**src/verilog/clock_accuracy_monitor_pkg.sv**
```systemverilog
// Package: register map, field layout, reset values and encodings of the clock accuracy monitor
package clock_accuracy_monitor_pkg;

  // ----------------------------------------------------------------
  // Bus geometry
  // ----------------------------------------------------------------
  localparam int unsigned ADDR_W = 8;
  localparam int unsigned DATA_W = 32;
  localparam int unsigned CNT_W = 16;

  // ----------------------------------------------------------------
  // Register byte offsets
  // ----------------------------------------------------------------
  localparam logic [7:0] OFS_TARGET_CTRL = 8'h00;
  localparam logic [7:0] OFS_REFERENCE_CTRL = 8'h04;
  localparam logic [7:0] OFS_MODULE_STOP = 8'h08;
  localparam logic [7:0] OFS_UPPER_LIMIT = 8'h0C;
  localparam logic [7:0] OFS_LOWER_LIMIT = 8'h10;
  localparam logic [7:0] OFS_COUNT = 8'h14;
  localparam logic [7:0] OFS_STATUS = 8'h18;
  localparam logic [7:0] OFS_MASK = 8'h1C;

  // ----------------------------------------------------------------
  // Field positions
  // ----------------------------------------------------------------
  localparam int unsigned TGT_EN_BIT = 0;
  localparam int unsigned TGT_SEL_LSB = 1;
  localparam int unsigned REF_EXT_BIT = 0;
  localparam int unsigned REF_SEL_LSB = 1;
  localparam int unsigned REF_FILT_BIT = 4;
  localparam int unsigned STOP_BIT = 0;
  localparam int unsigned ST_END_BIT = 0;
  localparam int unsigned ST_FERR_BIT = 1;
  localparam int unsigned ST_OVF_BIT = 2;
  localparam int unsigned SEL_W = 3;
  localparam int unsigned EVT_W = 3;

  // ----------------------------------------------------------------
  // Reset values
  // ----------------------------------------------------------------
  localparam logic [7:0] RST_TARGET_CTRL = 8'h00;
  localparam logic [7:0] RST_REFERENCE_CTRL = 8'h00;
  localparam logic RST_MODULE_STOP = 1'b0;
  localparam logic [15:0] RST_UPPER_LIMIT = 16'hFFFF;
  localparam logic [15:0] RST_LOWER_LIMIT = 16'h0000;
  localparam logic [2:0] RST_MASK = 3'h0;

  // ----------------------------------------------------------------
  // Clock select encoding, shared by target and reference fields
  // ----------------------------------------------------------------
  localparam logic [2:0] SEL_MAIN = 3'h0;
  localparam logic [2:0] SEL_SUB = 3'h1;
  localparam logic [2:0] SEL_HIGH_SPEED = 3'h2;
  localparam logic [2:0] SEL_LOW_SPEED = 3'h3;
  localparam logic [2:0] SEL_WATCHDOG = 3'h4;
  localparam logic [2:0] SEL_PERIPH_B = 3'h5;

  // ----------------------------------------------------------------
  // Filter and bus answers
  // ----------------------------------------------------------------
  localparam int unsigned FILT_LEN = 3;
  localparam logic [1:0] RESP_OKAY = 2'h0;
  localparam logic [1:0] RESP_SLVERR = 2'h2;

endpackage : clock_accuracy_monitor_pkg

```
**src/verilog/clock_accuracy_monitor.sv**
```systemverilog
// Clock accuracy monitor: counts target clock edges per reference period over AXI4-Lite
//
// Behaviour
// - Target select: main,sub,fast,slow,watchdog,peripheral-B.
// - Reference select uses same six-code encoding.
// - External reference pin usable as reference.
// - Optional digital filter on reference path.
// - Interrupts: measurement end, frequency error, overflow.
// - Software module-stop halts measurement logic.
`timescale 1ns/100ps
`default_nettype none

module clock_accuracy_monitor
(
  // System
  input wire logic CLK_SYS_I,
  input wire logic RSTN_I,
  // Measured clock sources, sampled as synchronous levels
  input wire logic MAIN_CLK_I,
  input wire logic SUB_CLK_I,
  input wire logic HIGH_SPEED_INTERNAL_OSCILLATOR_I,
  input wire logic LOW_SPEED_INTERNAL_OSCILLATOR_I,
  input wire logic WATCHDOG_OSCILLATOR_CLOCK_I,
  input wire logic PERIPHERAL_CLOCK_B_I,
  input wire logic EXTERNAL_REFERENCE_INPUT_I,
  // AXI4-Lite write address
  input wire logic [7:0] AWADDR_I,
  input wire logic AWVALID_I,
  output logic AWREADY_O,
  // AXI4-Lite write data
  input wire logic [31:0] WDATA_I,
  input wire logic [3:0] WSTRB_I,
  input wire logic WVALID_I,
  output logic WREADY_O,
  // AXI4-Lite write response
  output logic [1:0] BRESP_O,
  output logic BVALID_O,
  input wire logic BREADY_I,
  // AXI4-Lite read address
  input wire logic [7:0] ARADDR_I,
  input wire logic ARVALID_I,
  output logic ARREADY_O,
  // AXI4-Lite read data
  output logic [31:0] RDATA_O,
  output logic [1:0] RRESP_O,
  output logic RVALID_O,
  input wire logic RREADY_I,
  // Interrupt
  output logic IRQ_O
);

  // ----------------------------------------------------------------
  // Types and helpers
  // ----------------------------------------------------------------
  typedef enum logic [1:0]
  {
    MEAS_IDLE = 2'b00,
    MEAS_WAIT = 2'b01,
    MEAS_COUNT = 2'b10
  } meas_state_e;

  // Picks one clock level by select code; prohibited codes give a quiet 0
  function automatic logic pick_clock(input logic [2:0] sel, input logic [5:0] src);
    logic res;
    res = 1'b0;
    unique case (sel)
      clock_accuracy_monitor_pkg::SEL_MAIN: res = src[0];
      clock_accuracy_monitor_pkg::SEL_SUB: res = src[1];
      clock_accuracy_monitor_pkg::SEL_HIGH_SPEED: res = src[2];
      clock_accuracy_monitor_pkg::SEL_LOW_SPEED: res = src[3];
      clock_accuracy_monitor_pkg::SEL_WATCHDOG: res = src[4];
      clock_accuracy_monitor_pkg::SEL_PERIPH_B: res = src[5];
      default: res = 1'b0;
    endcase
    return res;
  endfunction : pick_clock

  // ----------------------------------------------------------------
  // Declarations
  // ----------------------------------------------------------------
  logic [5:0] src_clk;
  logic [7:0] tgt_ctrl_q;
  logic [7:0] ref_ctrl_q;
  logic stop_q;
  logic [15:0] upper_q;
  logic [15:0] lower_q;
  logic [15:0] count_q;
  logic [15:0] result_q;
  logic [2:0] status_q;
  logic [2:0] mask_q;
  logic [2:0] evt;
  logic [2:0] status_d;
  logic [7:0] awaddr_q;
  logic [31:0] wdata_q;
  logic [3:0] wstrb_q;
  logic do_write;
  logic do_read;
  logic wr_hit;
  logic rd_hit;
  logic [31:0] rd_data;
  logic status_rd_clr;
  logic tgt_raw_q;
  logic tgt_prev_q;
  logic ref_raw_q;
  logic ref_prev_q;
  logic [2:0] flt_sh_q;
  logic flt_lvl_q;
  logic ref_lvl;
  logic tgt_edge;
  logic ref_edge;
  logic active;
  meas_state_e state_q;

  assign src_clk = {PERIPHERAL_CLOCK_B_I, WATCHDOG_OSCILLATOR_CLOCK_I,
                    LOW_SPEED_INTERNAL_OSCILLATOR_I, HIGH_SPEED_INTERNAL_OSCILLATOR_I,
                    SUB_CLK_I, MAIN_CLK_I};

  // ----------------------------------------------------------------
  // AXI4-Lite write channel
  // ----------------------------------------------------------------
  assign do_write = !AWREADY_O && !WREADY_O && !BVALID_O;

  always_comb
  begin
    unique case (awaddr_q)
      clock_accuracy_monitor_pkg::OFS_TARGET_CTRL,
      clock_accuracy_monitor_pkg::OFS_REFERENCE_CTRL,
      clock_accuracy_monitor_pkg::OFS_MODULE_STOP,
      clock_accuracy_monitor_pkg::OFS_UPPER_LIMIT,
      clock_accuracy_monitor_pkg::OFS_LOWER_LIMIT,
      clock_accuracy_monitor_pkg::OFS_MASK: wr_hit = 1'b1;
      default: wr_hit = 1'b0;
    endcase
  end

  always_ff @(posedge CLK_SYS_I or negedge RSTN_I)
  begin
    if (!RSTN_I)
    begin
      AWREADY_O <= 1'b1;
      WREADY_O <= 1'b1;
      BVALID_O <= 1'b0;
      BRESP_O <= clock_accuracy_monitor_pkg::RESP_OKAY;
      awaddr_q <= 8'h00;
      wdata_q <= 32'h0000_0000;
      wstrb_q <= 4'h0;
    end
    else
    begin
      if (AWVALID_I && AWREADY_O)
      begin
        AWREADY_O <= 1'b0;
        awaddr_q <= AWADDR_I;
      end
      if (WVALID_I && WREADY_O)
      begin
        WREADY_O <= 1'b0;
        wdata_q <= WDATA_I;
        wstrb_q <= WSTRB_I;
      end
      if (do_write)
      begin
        BVALID_O <= 1'b1;
        BRESP_O <= wr_hit ? clock_accuracy_monitor_pkg::RESP_OKAY
                          : clock_accuracy_monitor_pkg::RESP_SLVERR;
      end
      if (BVALID_O && BREADY_I)
      begin
        BVALID_O <= 1'b0;
        AWREADY_O <= 1'b1;
        WREADY_O <= 1'b1;
      end
    end
  end

  // ----------------------------------------------------------------
  // Control registers
  // ----------------------------------------------------------------
  always_ff @(posedge CLK_SYS_I or negedge RSTN_I)
  begin
    if (!RSTN_I)
    begin
      tgt_ctrl_q <= clock_accuracy_monitor_pkg::RST_TARGET_CTRL;
      ref_ctrl_q <= clock_accuracy_monitor_pkg::RST_REFERENCE_CTRL;
      stop_q <= clock_accuracy_monitor_pkg::RST_MODULE_STOP;
      upper_q <= clock_accuracy_monitor_pkg::RST_UPPER_LIMIT;
      lower_q <= clock_accuracy_monitor_pkg::RST_LOWER_LIMIT;
      mask_q <= clock_accuracy_monitor_pkg::RST_MASK;
    end
    else
    begin
      if (do_write && wstrb_q[0])
      begin
        unique case (awaddr_q)
          clock_accuracy_monitor_pkg::OFS_TARGET_CTRL: tgt_ctrl_q <= wdata_q[7:0];
          clock_accuracy_monitor_pkg::OFS_REFERENCE_CTRL: ref_ctrl_q <= wdata_q[7:0];
          clock_accuracy_monitor_pkg::OFS_MODULE_STOP:
            stop_q <= wdata_q[clock_accuracy_monitor_pkg::STOP_BIT];
          clock_accuracy_monitor_pkg::OFS_UPPER_LIMIT: upper_q[7:0] <= wdata_q[7:0];
          clock_accuracy_monitor_pkg::OFS_LOWER_LIMIT: lower_q[7:0] <= wdata_q[7:0];
          clock_accuracy_monitor_pkg::OFS_MASK: mask_q <= wdata_q[2:0];
          default: ;
        endcase
      end
      // Upper byte lane of the limits
      if (do_write && wstrb_q[1])
      begin
        if (awaddr_q == clock_accuracy_monitor_pkg::OFS_UPPER_LIMIT)
          upper_q[15:8] <= wdata_q[15:8];
        if (awaddr_q == clock_accuracy_monitor_pkg::OFS_LOWER_LIMIT)
          lower_q[15:8] <= wdata_q[15:8];
      end
    end
  end

  // ----------------------------------------------------------------
  // AXI4-Lite read channel
  // ----------------------------------------------------------------
  assign do_read = ARVALID_I && ARREADY_O;
  assign status_rd_clr = do_read && (ARADDR_I == clock_accuracy_monitor_pkg::OFS_STATUS);

  always_comb
  begin
    rd_hit = 1'b1;
    rd_data = 32'h0000_0000;
    unique case (ARADDR_I)
      clock_accuracy_monitor_pkg::OFS_TARGET_CTRL: rd_data[7:0] = tgt_ctrl_q;
      clock_accuracy_monitor_pkg::OFS_REFERENCE_CTRL: rd_data[7:0] = ref_ctrl_q;
      clock_accuracy_monitor_pkg::OFS_MODULE_STOP: rd_data[0] = stop_q;
      clock_accuracy_monitor_pkg::OFS_UPPER_LIMIT: rd_data[15:0] = upper_q;
      clock_accuracy_monitor_pkg::OFS_LOWER_LIMIT: rd_data[15:0] = lower_q;
      clock_accuracy_monitor_pkg::OFS_COUNT: rd_data[15:0] = result_q;
      clock_accuracy_monitor_pkg::OFS_STATUS: rd_data[2:0] = status_q;
      clock_accuracy_monitor_pkg::OFS_MASK: rd_data[2:0] = mask_q;
      default: rd_hit = 1'b0;
    endcase
  end

  always_ff @(posedge CLK_SYS_I or negedge RSTN_I)
  begin
    if (!RSTN_I)
    begin
      ARREADY_O <= 1'b1;
      RVALID_O <= 1'b0;
      RDATA_O <= 32'h0000_0000;
      RRESP_O <= clock_accuracy_monitor_pkg::RESP_OKAY;
    end
    else if (do_read)
    begin
      ARREADY_O <= 1'b0;
      RVALID_O <= 1'b1;
      RDATA_O <= rd_data;
      RRESP_O <= rd_hit ? clock_accuracy_monitor_pkg::RESP_OKAY
                        : clock_accuracy_monitor_pkg::RESP_SLVERR;
    end
    else if (RVALID_O && RREADY_I)
    begin
      RVALID_O <= 1'b0;
      ARREADY_O <= 1'b1;
    end
  end

  // ----------------------------------------------------------------
  // Clock selection, filter and edge detection
  // ----------------------------------------------------------------
  // Stop halts all measuring
  assign active = tgt_ctrl_q[clock_accuracy_monitor_pkg::TGT_EN_BIT] && !stop_q;
  assign ref_lvl = ref_ctrl_q[clock_accuracy_monitor_pkg::REF_FILT_BIT] ? flt_lvl_q
                                                                       : ref_raw_q;
  assign tgt_edge = tgt_raw_q && !tgt_prev_q;
  assign ref_edge = ref_lvl && !ref_prev_q;

  always_ff @(posedge CLK_SYS_I or negedge RSTN_I)
  begin
    if (!RSTN_I)
    begin
      tgt_raw_q <= 1'b0;
      tgt_prev_q <= 1'b0;
      ref_raw_q <= 1'b0;
      ref_prev_q <= 1'b0;
    end
    else
    begin
      tgt_raw_q <= pick_clock(tgt_ctrl_q[3:1], src_clk);
      tgt_prev_q <= tgt_raw_q;
      if (ref_ctrl_q[clock_accuracy_monitor_pkg::REF_EXT_BIT])
        ref_raw_q <= EXTERNAL_REFERENCE_INPUT_I;
      else
        ref_raw_q <= pick_clock(ref_ctrl_q[3:1], src_clk);
      ref_prev_q <= ref_lvl;
    end
  end

  // Filtered level follows only after the last three samples agree
  always_ff @(posedge CLK_SYS_I or negedge RSTN_I)
  begin
    if (!RSTN_I)
    begin
      flt_sh_q <= 3'h0;
      flt_lvl_q <= 1'b0;
    end
    else
    begin
      flt_sh_q <= {flt_sh_q[1:0], ref_raw_q};
      if (&flt_sh_q)
        flt_lvl_q <= 1'b1;
      else if (~|flt_sh_q)
        flt_lvl_q <= 1'b0;
    end
  end

  // ----------------------------------------------------------------
  // Measurement engine
  // ----------------------------------------------------------------
  always_ff @(posedge CLK_SYS_I or negedge RSTN_I)
  begin
    if (!RSTN_I)
    begin
      state_q <= MEAS_IDLE;
      count_q <= 16'h0000;
      result_q <= 16'h0000;
    end
    else if (!active)
    begin
      state_q <= MEAS_IDLE;
      count_q <= 16'h0000;
    end
    else
    begin
      unique case (state_q)
        MEAS_IDLE: state_q <= MEAS_WAIT;
        MEAS_WAIT:
          if (ref_edge)
          begin
            state_q <= MEAS_COUNT;
            count_q <= {15'h0000, tgt_edge};
          end
        MEAS_COUNT:
          if (ref_edge)
          begin
            result_q <= count_q;
            // A target edge on the boundary opens the new period
            count_q <= {15'h0000, tgt_edge};
          end
          else if (tgt_edge)
            count_q <= count_q + 16'h0001;
        default: state_q <= MEAS_IDLE;
      endcase
    end
  end

  // Period end, limit check and wrap
  always_comb
  begin
    evt = 3'h0;
    if (active && state_q == MEAS_COUNT)
    begin
      evt[clock_accuracy_monitor_pkg::ST_END_BIT] = ref_edge;
      evt[clock_accuracy_monitor_pkg::ST_FERR_BIT] = ref_edge &&
        ((count_q > upper_q) || (count_q < lower_q));
      evt[clock_accuracy_monitor_pkg::ST_OVF_BIT] = !ref_edge && tgt_edge &&
        (count_q == 16'hFFFF);
    end
  end

  // ----------------------------------------------------------------
  // Interrupt status and output
  // ----------------------------------------------------------------
  // Sticky flags, set beats read-clear
  assign status_d = (status_rd_clr ? 3'h0 : status_q) | evt;

  always_ff @(posedge CLK_SYS_I or negedge RSTN_I)
  begin
    if (!RSTN_I)
    begin
      status_q <= 3'h0;
      IRQ_O <= 1'b0;
    end
    else
    begin
      status_q <= status_d;
      IRQ_O <= |(status_d & mask_q);
    end
  end

endmodule : clock_accuracy_monitor

`default_nettype wire

```
**config.mk**
```make
export PLATFORM = sky130hd
export DESIGN_NAME = clock_accuracy_monitor
export DESIGN_NICKNAME = d
export VERILOG_FILES = /design/src/verilog/clock_accuracy_monitor_pkg.sv /design/src/verilog/clock_accuracy_monitor.sv
export SDC_FILE = /design/constraint.sdc
export NUM_CORES = 1
export LEC_CHECK = 0
export BUFFER_PORTS_ARGS = -buffer_cell sky130_fd_sc_hd__buf_2
export CELL_PAD_IN_SITES_DETAIL_PLACEMENT = 0
export CELL_PAD_IN_SITES_GLOBAL_PLACEMENT = 1
export CORE_MARGIN = 2
export CORE_UTILIZATION = 49
export DETAILED_ROUTE_END_ITERATION = 6
export PLACE_DENSITY = 0.83
export SKIP_LAST_GASP = 1
export SYNTH_ARGS = -nofsm -noshare
export SYNTH_HDL_FRONTEND = slang
export SYNTH_SLANG_ARGS = --single-unit
```
**constraint.sdc**
```tcl
create_clock -name CLK_SYS_I -period 6.5 [get_ports CLK_SYS_I]
set_input_delay 0.325 -clock CLK_SYS_I [delete_from_list [all_inputs] [get_ports CLK_SYS_I]]
set_output_delay 0.325 -clock CLK_SYS_I [all_outputs]
set_load 0.02 [all_outputs]
```
==> key figures, run 1 <==
Yosys
  • Post-Syn Area per Cell: approximately 11 sq um
  • Area share of the largest cell type after synthesis: 0.430
  • Post-synth top area cell: dfrtp_1
  • Synth top cells by count: dfrtp_1, mux2_2, nand2_1
  • Most common cell in the netlist: dfrtp_1
  • Mapped Cells: between 600 and 700
  • FF+latch count, synth: approximately 150
  • Sequential share of the synthesized area: 0.497
  • Synth area leaders: dfrtp_1, mux2_2, dfstp_2
  • Post-synth EDFFs: 0
  • FFs w/ async S/R, synth: 1.00
  • Top FF cell, synth: dfrtp_1
  • Post-Syn Area: around 0.0074 sq mm
  • Netlist cell types: between 60 and 70
  • YS warnings: 0

Global route
  • Number of antenna violations at the first check in global routing: 0
  • Largest net degree at the start of global routing: between 80 and 90
  • GR Util All Layers: 0.214
  • Global-route wire length before repair: roughly 27000 um
  • Vias in the first global route: ~5300
  • Total grt overflow: 0

Clock tree
  • Setup Fix Bufs, Post-CTS: 0
  • Clock sink count: 147
  • TritonCTS Buffers: 17
  • CTS tree: yes
  • CTS Root Cell: clkbuf_16
  • H-tree Lvls: 4
  • Cts repair resizes: 0
  • Hold-fix buffers at CTS: 1
  • Clk slew on worst S/H paths: 60 ps
  • Clk buf depth: 2
  • Clk Latency, worst-skew pair: 430 ps

STA
  • Final Max Tran Viols: 0
  • Slew @ Worst Pin: 1130 ps
  • Period utilization: 0.407
  • Setup TNS: 0 ps
  • Tmin final: around 2600 ps
  • Max-slew headroom: 0.240
  • RSZ-0062 raised after global routing: false
  • Layout Skew: a little over 8 ps
  • Fmax: ~380 MHz
  • Final setup margin: ~3900 ps
  • Fin. Hold Viols: 0
  • Final setup fails: 0

Worst setup path
  • Crit path depth: 5
  • Delay-heaviest family, CP: simple AND/OR/NAND/NOR gates
  • CP peak stage delay: 770 ps
  • Crit path kind: reg -> reg
  • CP cell instances: or3_1 > nor4_2 > nand2_1 > nor2_1 > mux2_2
  • Bufs and invs on worst path: 0
  • Arrival @ worst endpoint: 2950 ps
  • Slowest cell on crit path: nor2_1
  • Worst-path fanout max: 8
  • CP Capture Type: flip-flop
  • Critical Path RT: about 7000 ps
  • CP Launch Type: flip-flop
  • Reg2Reg Depth: 5

Power and ir drop
  • Peak VDD IR: 226 uV
  • Total power density per cell area: between 300 and 400 mW/mm^2
  • Leak Pwr: just under 4 nW
  • Total Power: ~2.8 mW

Floorplan
  • Initial Util: 0.495
  • Row count: 45
  • IO Count: ~110
  • Core ar.: 0.0150 sq mm
  • Die X: roughly 130 um
  • Die area: about 0.016 sq mm
  • Die Y: 127 um

Place
  • Port buffer count: 71
  • HPWL after DPL: roughly 12000 um
  • DP Worst Slack: between 3000 and 4000 ps
  • GPL Wtd Cong: between 0.8 and 0.9

Cells and area
  • # diodes: 0
  • Nets: approximately 830
  • Layout cell share with drive strength beyond 1: 0.303
  • Area Growth Syn to Fin: 14.9%

Route
  • TritonRoute pass-1 iters: 6
  • Number of remaining DRC errors: 0
  • Final wirelength: 16600 um
  • Antenna-violating nets left: 0
  • DR vias/cell: about 5.7
  • Vias: roughly 5300
  • DR iter-0 viols: around 380
  • Wire per inst: 17.8 um

Min path
  • Hold path depth: 2
  • Hold WC Path Type: in -> reg

Outcome
  • Outcome: complete, no violations

Flow run
  • Max-cap violations: 0
==> sequential cells by signal, indices dropped and copies added, names as in the netlist, 2 cells and up <==
signal,flops
RDATA_O,16
mask_q,3
ref_ctrl_q,8
status_q,3
lower_q,16
tgt_ctrl_q,8
wdata_q,16
count_q,16
state_q,2
result_q,16
wstrb_q,2
upper_q,16
awaddr_q,8
flt_sh_q,3
==> final timing paths <==
path	start	end	slack [ps]
worst max-delay path	BVALID_O$_DFFE_PN0P_	lower_q[8]$_DFFE_PN0P_	3850
worst min-delay path	WVALID_I	WREADY_O$_DFFE_PN1P_	60
worst max register to register	BVALID_O$_DFFE_PN0P_	lower_q[8]$_DFFE_PN0P_	3850
worst min register to register	flt_sh_q[1]$_DFF_PN0_	flt_sh_q[2]$_DFF_PN0_	380
max in group asynchronous	RSTN_I	wdata_q[9]$_DFFE_PN0P_	4680
min in group asynchronous	RSTN_I	tgt_ctrl_q[7]$_DFFE_PN0P_	500
==> kinds of logic (layout without fill, tap and decap cells) <==
logic type      Yosys count  after routing  share of synthesized area
compound gates          137            137                      0.119
xor+xnor                  2              2                    0.00235
fa+ha+maj                32             32                     0.0538
buf+inv                  85            151                     0.0541
flops                   147            147                      0.497
mux                     103            103                      0.158
other cells               1             18                   0.000504
simple gates            156            156                      0.115
==> layer usage <==
| layer | share of wire | vias up | track usage |
|---|---|---|---|
| met4 | 0.017 | 0 | 0.0698 |
| li1 | - | 2530 | - |
| met3 | 0.048 | 26 | 0.0473 |
| met2 | 0.48 | 139 | 0.350 |
| met5 | 0 | - | 0 |
| met1 | 0.45 | 2653 | 0.286 |
==> area by class of cell <==
cell class / instances / area (sq um)
Clock buffer: 20 / 457
Clock inverter: 12 / 176
Fill cell: 1288 / 6480
Inverter: 44 / 165
Multi-Input combinational cell: 448 / 3420
Sequential cell: 147 / 3700
Tap cell: 188 / 235
Timing Repair Buffer: 75 / 394
==> cell usage in the layout, fill, tap and decap left out, drive strengths merged, types with 12 or more instances in the layout <==
| master | synthesis | routed |
|---|---|---|
| a21oi | 34 | 34 |
| buf | 25 | 74 |
| clkbuf | 16 | 20 |
| conb | 1 | 18 |
| dfrtp | 128 | 128 |
| dfstp | 19 | 19 |
| ha | 32 | 32 |
| inv | 44 | 46 |
| mux2 | 88 | 88 |
| mux2i | 12 | 12 |
| nand2 | 59 | 59 |
| nor2 | 16 | 16 |
| nor4 | 12 | 12 |
| o21ai | 42 | 42 |
==> power breakdown <==
part	leakage, nW	switching (mW)	internal (mW)	total, mW
registers	1.89	0.159	1.10	1.26
clock network	0.307	0.380	0.663	1.04
logic	1.71	0.255	0.230	0.485
total	3.91	0.794	1.99	2.78
==> through the flow <==
step	utilization	instance area, sq um	std cells	hold WS (ps)
after floorplan	-	7510	680	29.4
after global placement	0.526	7910	901	362
after detailed placement	0.526	7910	901	362
after CTS	0.569	8550	934	53.7
after global routing	0.569	8550	934	72.3
final	0.569	8550	934	63.1
Note: power is estimated with default switching activity, not from simulation.
==> run 2: changes to the inputs <==
ABC_AREA = 1   (was unset)
CORE_UTILIZATION = 43   (was 49)
PLACE_DENSITY = 0.78   (was 0.83)
clock period = 2.53 ns   (was 6.5 ns; I/O delays follow)
==> run 2 against run 1 <==
  * Clock-buffer cell count fell by 3
  * Clock skew rose by 1.2 ps
  * Die area rose by 14%
  * Sequential share of layout area fell by 2.2 points
  * Utilization fell by 4.5 points
  * Sequential cell count did not move
  * Via count rose by 15%
  * Synthesized cell count rose by 37%
  * Combinational power rose to 4.0 times the previous value
  * Global-route usage fell by 0.79 points
  * Register-to-register slack got worse by 3300 ps
  * First-iteration DRC count fell by 8.8%
  * Critical path type unchanged
==> key figures, run 2 <==
Outcome
  • Outcome: complete, no violations

Route
  • Vias: slightly above 6000
  • TritonRoute pass-1 iters: 5
  • Antenna-violating nets left: 0
  • DR vias/cell: approximately 5
  • Number of remaining DRC errors: 0
  • Final wirelength: about 18000 um
  • Wire per inst: 14.2 um
  • DR iter-0 viols: between 300 and 400

Yosys
  • FFs w/ async S/R, synth: 1.00
  • YS warnings: 0
  • Area share of the largest cell type after synthesis: 0.428
  • Post-Syn Area per Cell: between 8 and 9 sq um
  • FF+latch count, synth: 147
  • Most common cell in the netlist: nand2_1
  • Post-Syn Area: about 0.0075 sq mm
  • Synth top cells by count: nand2_1, inv_1, dfrtp_1
  • Sequential share of the synthesized area: 0.494
  • Post-synth top area cell: dfrtp_1
  • Synth area leaders: dfrtp_1, nand2_1, inv_1
  • Netlist cell types: between 40 and 50
  • Post-synth EDFFs: 0
  • Top FF cell, synth: dfrtp_1
  • Mapped Cells: about 910

Floorplan
  • IO Count: about 110
  • Die area: about 0.018 sq mm
  • Die X: between 100 and 150 um
  • Initial Util: 0.436
  • Core ar.: ~0.017 sq mm
  • Row count: 48
  • Die Y: about 140 um

Worst setup path
  • Crit path kind: reg -> reg
  • CP Capture Type: flip-flop
  • Reg2Reg Depth: 11
  • FF-to-FF Start: upper_q[11]$_DFFE_PN1P_
  • Arrival @ worst endpoint: between 2000 and 2500 ps
  • Slowest cell on crit path: dfstp_2
  • CP cell instances: inv_1 > ha_1 > nand4_1 > nor3_1 > nand3_1 > nand2_1 > nand2_1 > nand2_1 > nand2_1 > nand2_1 > nand2_1
  • CP Launch Type: flip-flop
  • Worst-path fanout max: 3
  • Bufs and invs on worst path: 1
  • Most frequent CP cell: nand2_1
  • Delay-heaviest family, CP: simple AND/OR/NAND/NOR gates
  • Reg2reg setup slack: around 590 ps
  • CP peak stage delay: about 530 ps
  • R2R Path End: IRQ_O$_DFF_PN0_
  • Critical Path RT: 2850 ps

Clock tree
  • Clk buf depth: 2
  • H-tree Lvls: 4
  • CTS tree: yes
  • Cts repair resizes: 0
  • Clock sink count: about 150
  • Clk slew on worst S/H paths: 70 ps
  • CTS Root Cell: clkbuf_16
  • TritonCTS Buffers: 17
  • Clk Latency, worst-skew pair: ~430 ps

Power and ir drop
  • Peak VDD IR: 545 uV
  • Total power density per cell area: 852 mW/mm^2
  • Leak Pwr: approximately 4.3 nW

STA
  • Period utilization: 0.765
  • Fin. Hold Viols: 0
  • WHS: 30.2 ps
  • RSZ-0062 raised after global routing: false
  • Layout Skew: 9.40 ps
  • Setup TNS: 0 ps
  • Max-slew headroom: 0.570
  • Tmin final: slightly below 2000 ps
  • Final setup fails: 0
  • Final Max Tran Viols: 0
  • Slew @ Worst Pin: approximately 650 ps
  • Fmax: ~520 MHz

Cells and area
  • Nets: roughly 1100
  • Area Growth Syn to Fin: 20.2%
  • Layout cell share with drive strength beyond 1: 0.160
  • Commonest non-fill, non-tap cells in the layout: nand2_1, inv_1, dfrtp_1
  • Multi-input gate area: around 0.0031 sq mm
  • # diodes: 0
  • Reg area: between 0.003 and 0.004 sq mm
  • Fillers: about 1700
  • Most common cell after layout, fill and taps aside: nand2_1

Min path
  • Hold worst-path end: tgt_raw_q$_DFF_PN0_
  • Hold path depth: 3
  • Min-Delay Startpoint: HIGH_SPEED_INTERNAL_OSCILLATOR_I
  • Hold WC Path Type: in -> reg

Place
  • Port buffer count: just over 70
  • GPL Wtd Cong: around 0.81
  • HPWL after DPL: 12900 um

Global route
  • Vias in the first global route: between 5000 and 6000
  • Global-route wire length before repair: about 30000 um
  • Total grt overflow: 0
  • Number of antenna violations at the first check in global routing: 0
  • Largest net degree at the start of global routing: 69
  • GR Util All Layers: 0.206

Flow run
  • Max-cap violations: 0
run 2: changes by cell type after synthesis, moves of 9 or more:
cell     previous run  this run
nand2_1            59       210
inv_1              44       137
a22o_1             10         0
mux2i_1            12         0
or4_1               9         0
mux2_2             88         7
a21oi_1            34        59
nor2_1             16        64
o21ai_1             0         9
o21ai_0            42        94
o22ai_1             0        15
nor3_1              5        19
nand3_1             8        24
run 2: area by class of cell:
class / instances / area share
Tap cell: 225 / 0.0313
Clock buffer: 17 / 0.0473
Sequential cell: 147 / 0.411
Multi-Input combinational cell: 601 / 0.344
Timing Repair Buffer: 118 / 0.0902
Inverter: 141 / 0.0591
Clock inverter: 15 / 0.0165
run 2: how the worst max path moves through the flow:
stage / from / end / cells after the start
after floorplan: upper_q[7]$_DFFE_PN1P_ / IRQ_O$_DFF_PN0_ / 13
after global placement: upper_q[15]$_DFFE_PN1P_ / IRQ_O$_DFF_PN0_ / 11
after detailed placement: upper_q[15]$_DFFE_PN1P_ / IRQ_O$_DFF_PN0_ / 11
after CTS: upper_q[15]$_DFFE_PN1P_ / IRQ_O$_DFF_PN0_ / 11
after global routing: BVALID_O$_DFFE_PN0P_ / ref_ctrl_q[0]$_DFFE_PN0P_ / 5
final: upper_q[11]$_DFFE_PN1P_ / IRQ_O$_DFF_PN0_ / 11
run 2: kinds of logic (layout without fill, tap and decap cells):
group	after synthesis	after routing	synth area share
AO/OA/AOI/OAI	195	195	0.141
AND/OR/NAND/NOR	345	345	0.195
flip-flops	147	147	0.494
other	1	18	0.000501
buffers and inverters	177	291	0.100
XOR/XNOR	4	4	0.00468
adder cells (fa/ha/maj)	32	32	0.0535
multiplexers	7	7	0.0105
run 2: stage by stage:
stage	power (mW)	util	std cells	instance area (sq um)	setup WS [ps]
final	7.67	0.524	1264	9000	593
after global routing	8.17	0.524	1264	9000	362
after CTS	7.74	0.524	1264	9000	593
after detailed placement	5.20	0.471	1198	8090	596
after global placement	5.17	0.471	1198	8090	614
after floorplan	4.58	-	925	7550	914
run 2: worst min-delay path: stages:
cell and delay, ps:
buf_2 110, nor2_1 80, o41ai_1 90
run 2: report_power, final:
part           total, mW  internal (mW)  leakage [nW]  switching [mW]
Sequential          3.25           2.93          1.86           0.323
Combinational       1.96          0.695          2.13            1.27
Clock               2.45           1.38         0.276            1.07
Total               7.67           5.00          4.26            2.66
run 2: per-layer routing:
layer / GRT usage / routed length, um / up-vias / part of all wire
met5: 0 / 0 / - / 0
met4: 0.0735 / 357 / 0 / 0.020
met3: 0.0321 / 534 / 25 / 0.030
met2: 0.325 / 8120 / 110 / 0.45
met1: 0.291 / 8870 / 2860 / 0.50
li1: - / - / 3149 / -
run 2: timing repair:
| action | 4_1_cts | 5_1_grt |
|---|---|---|
| buffers inserted | 0 | 0 |
| hold buffers | 34 | 0 |
| endpoints found under the hold margin | 89 | 0 |
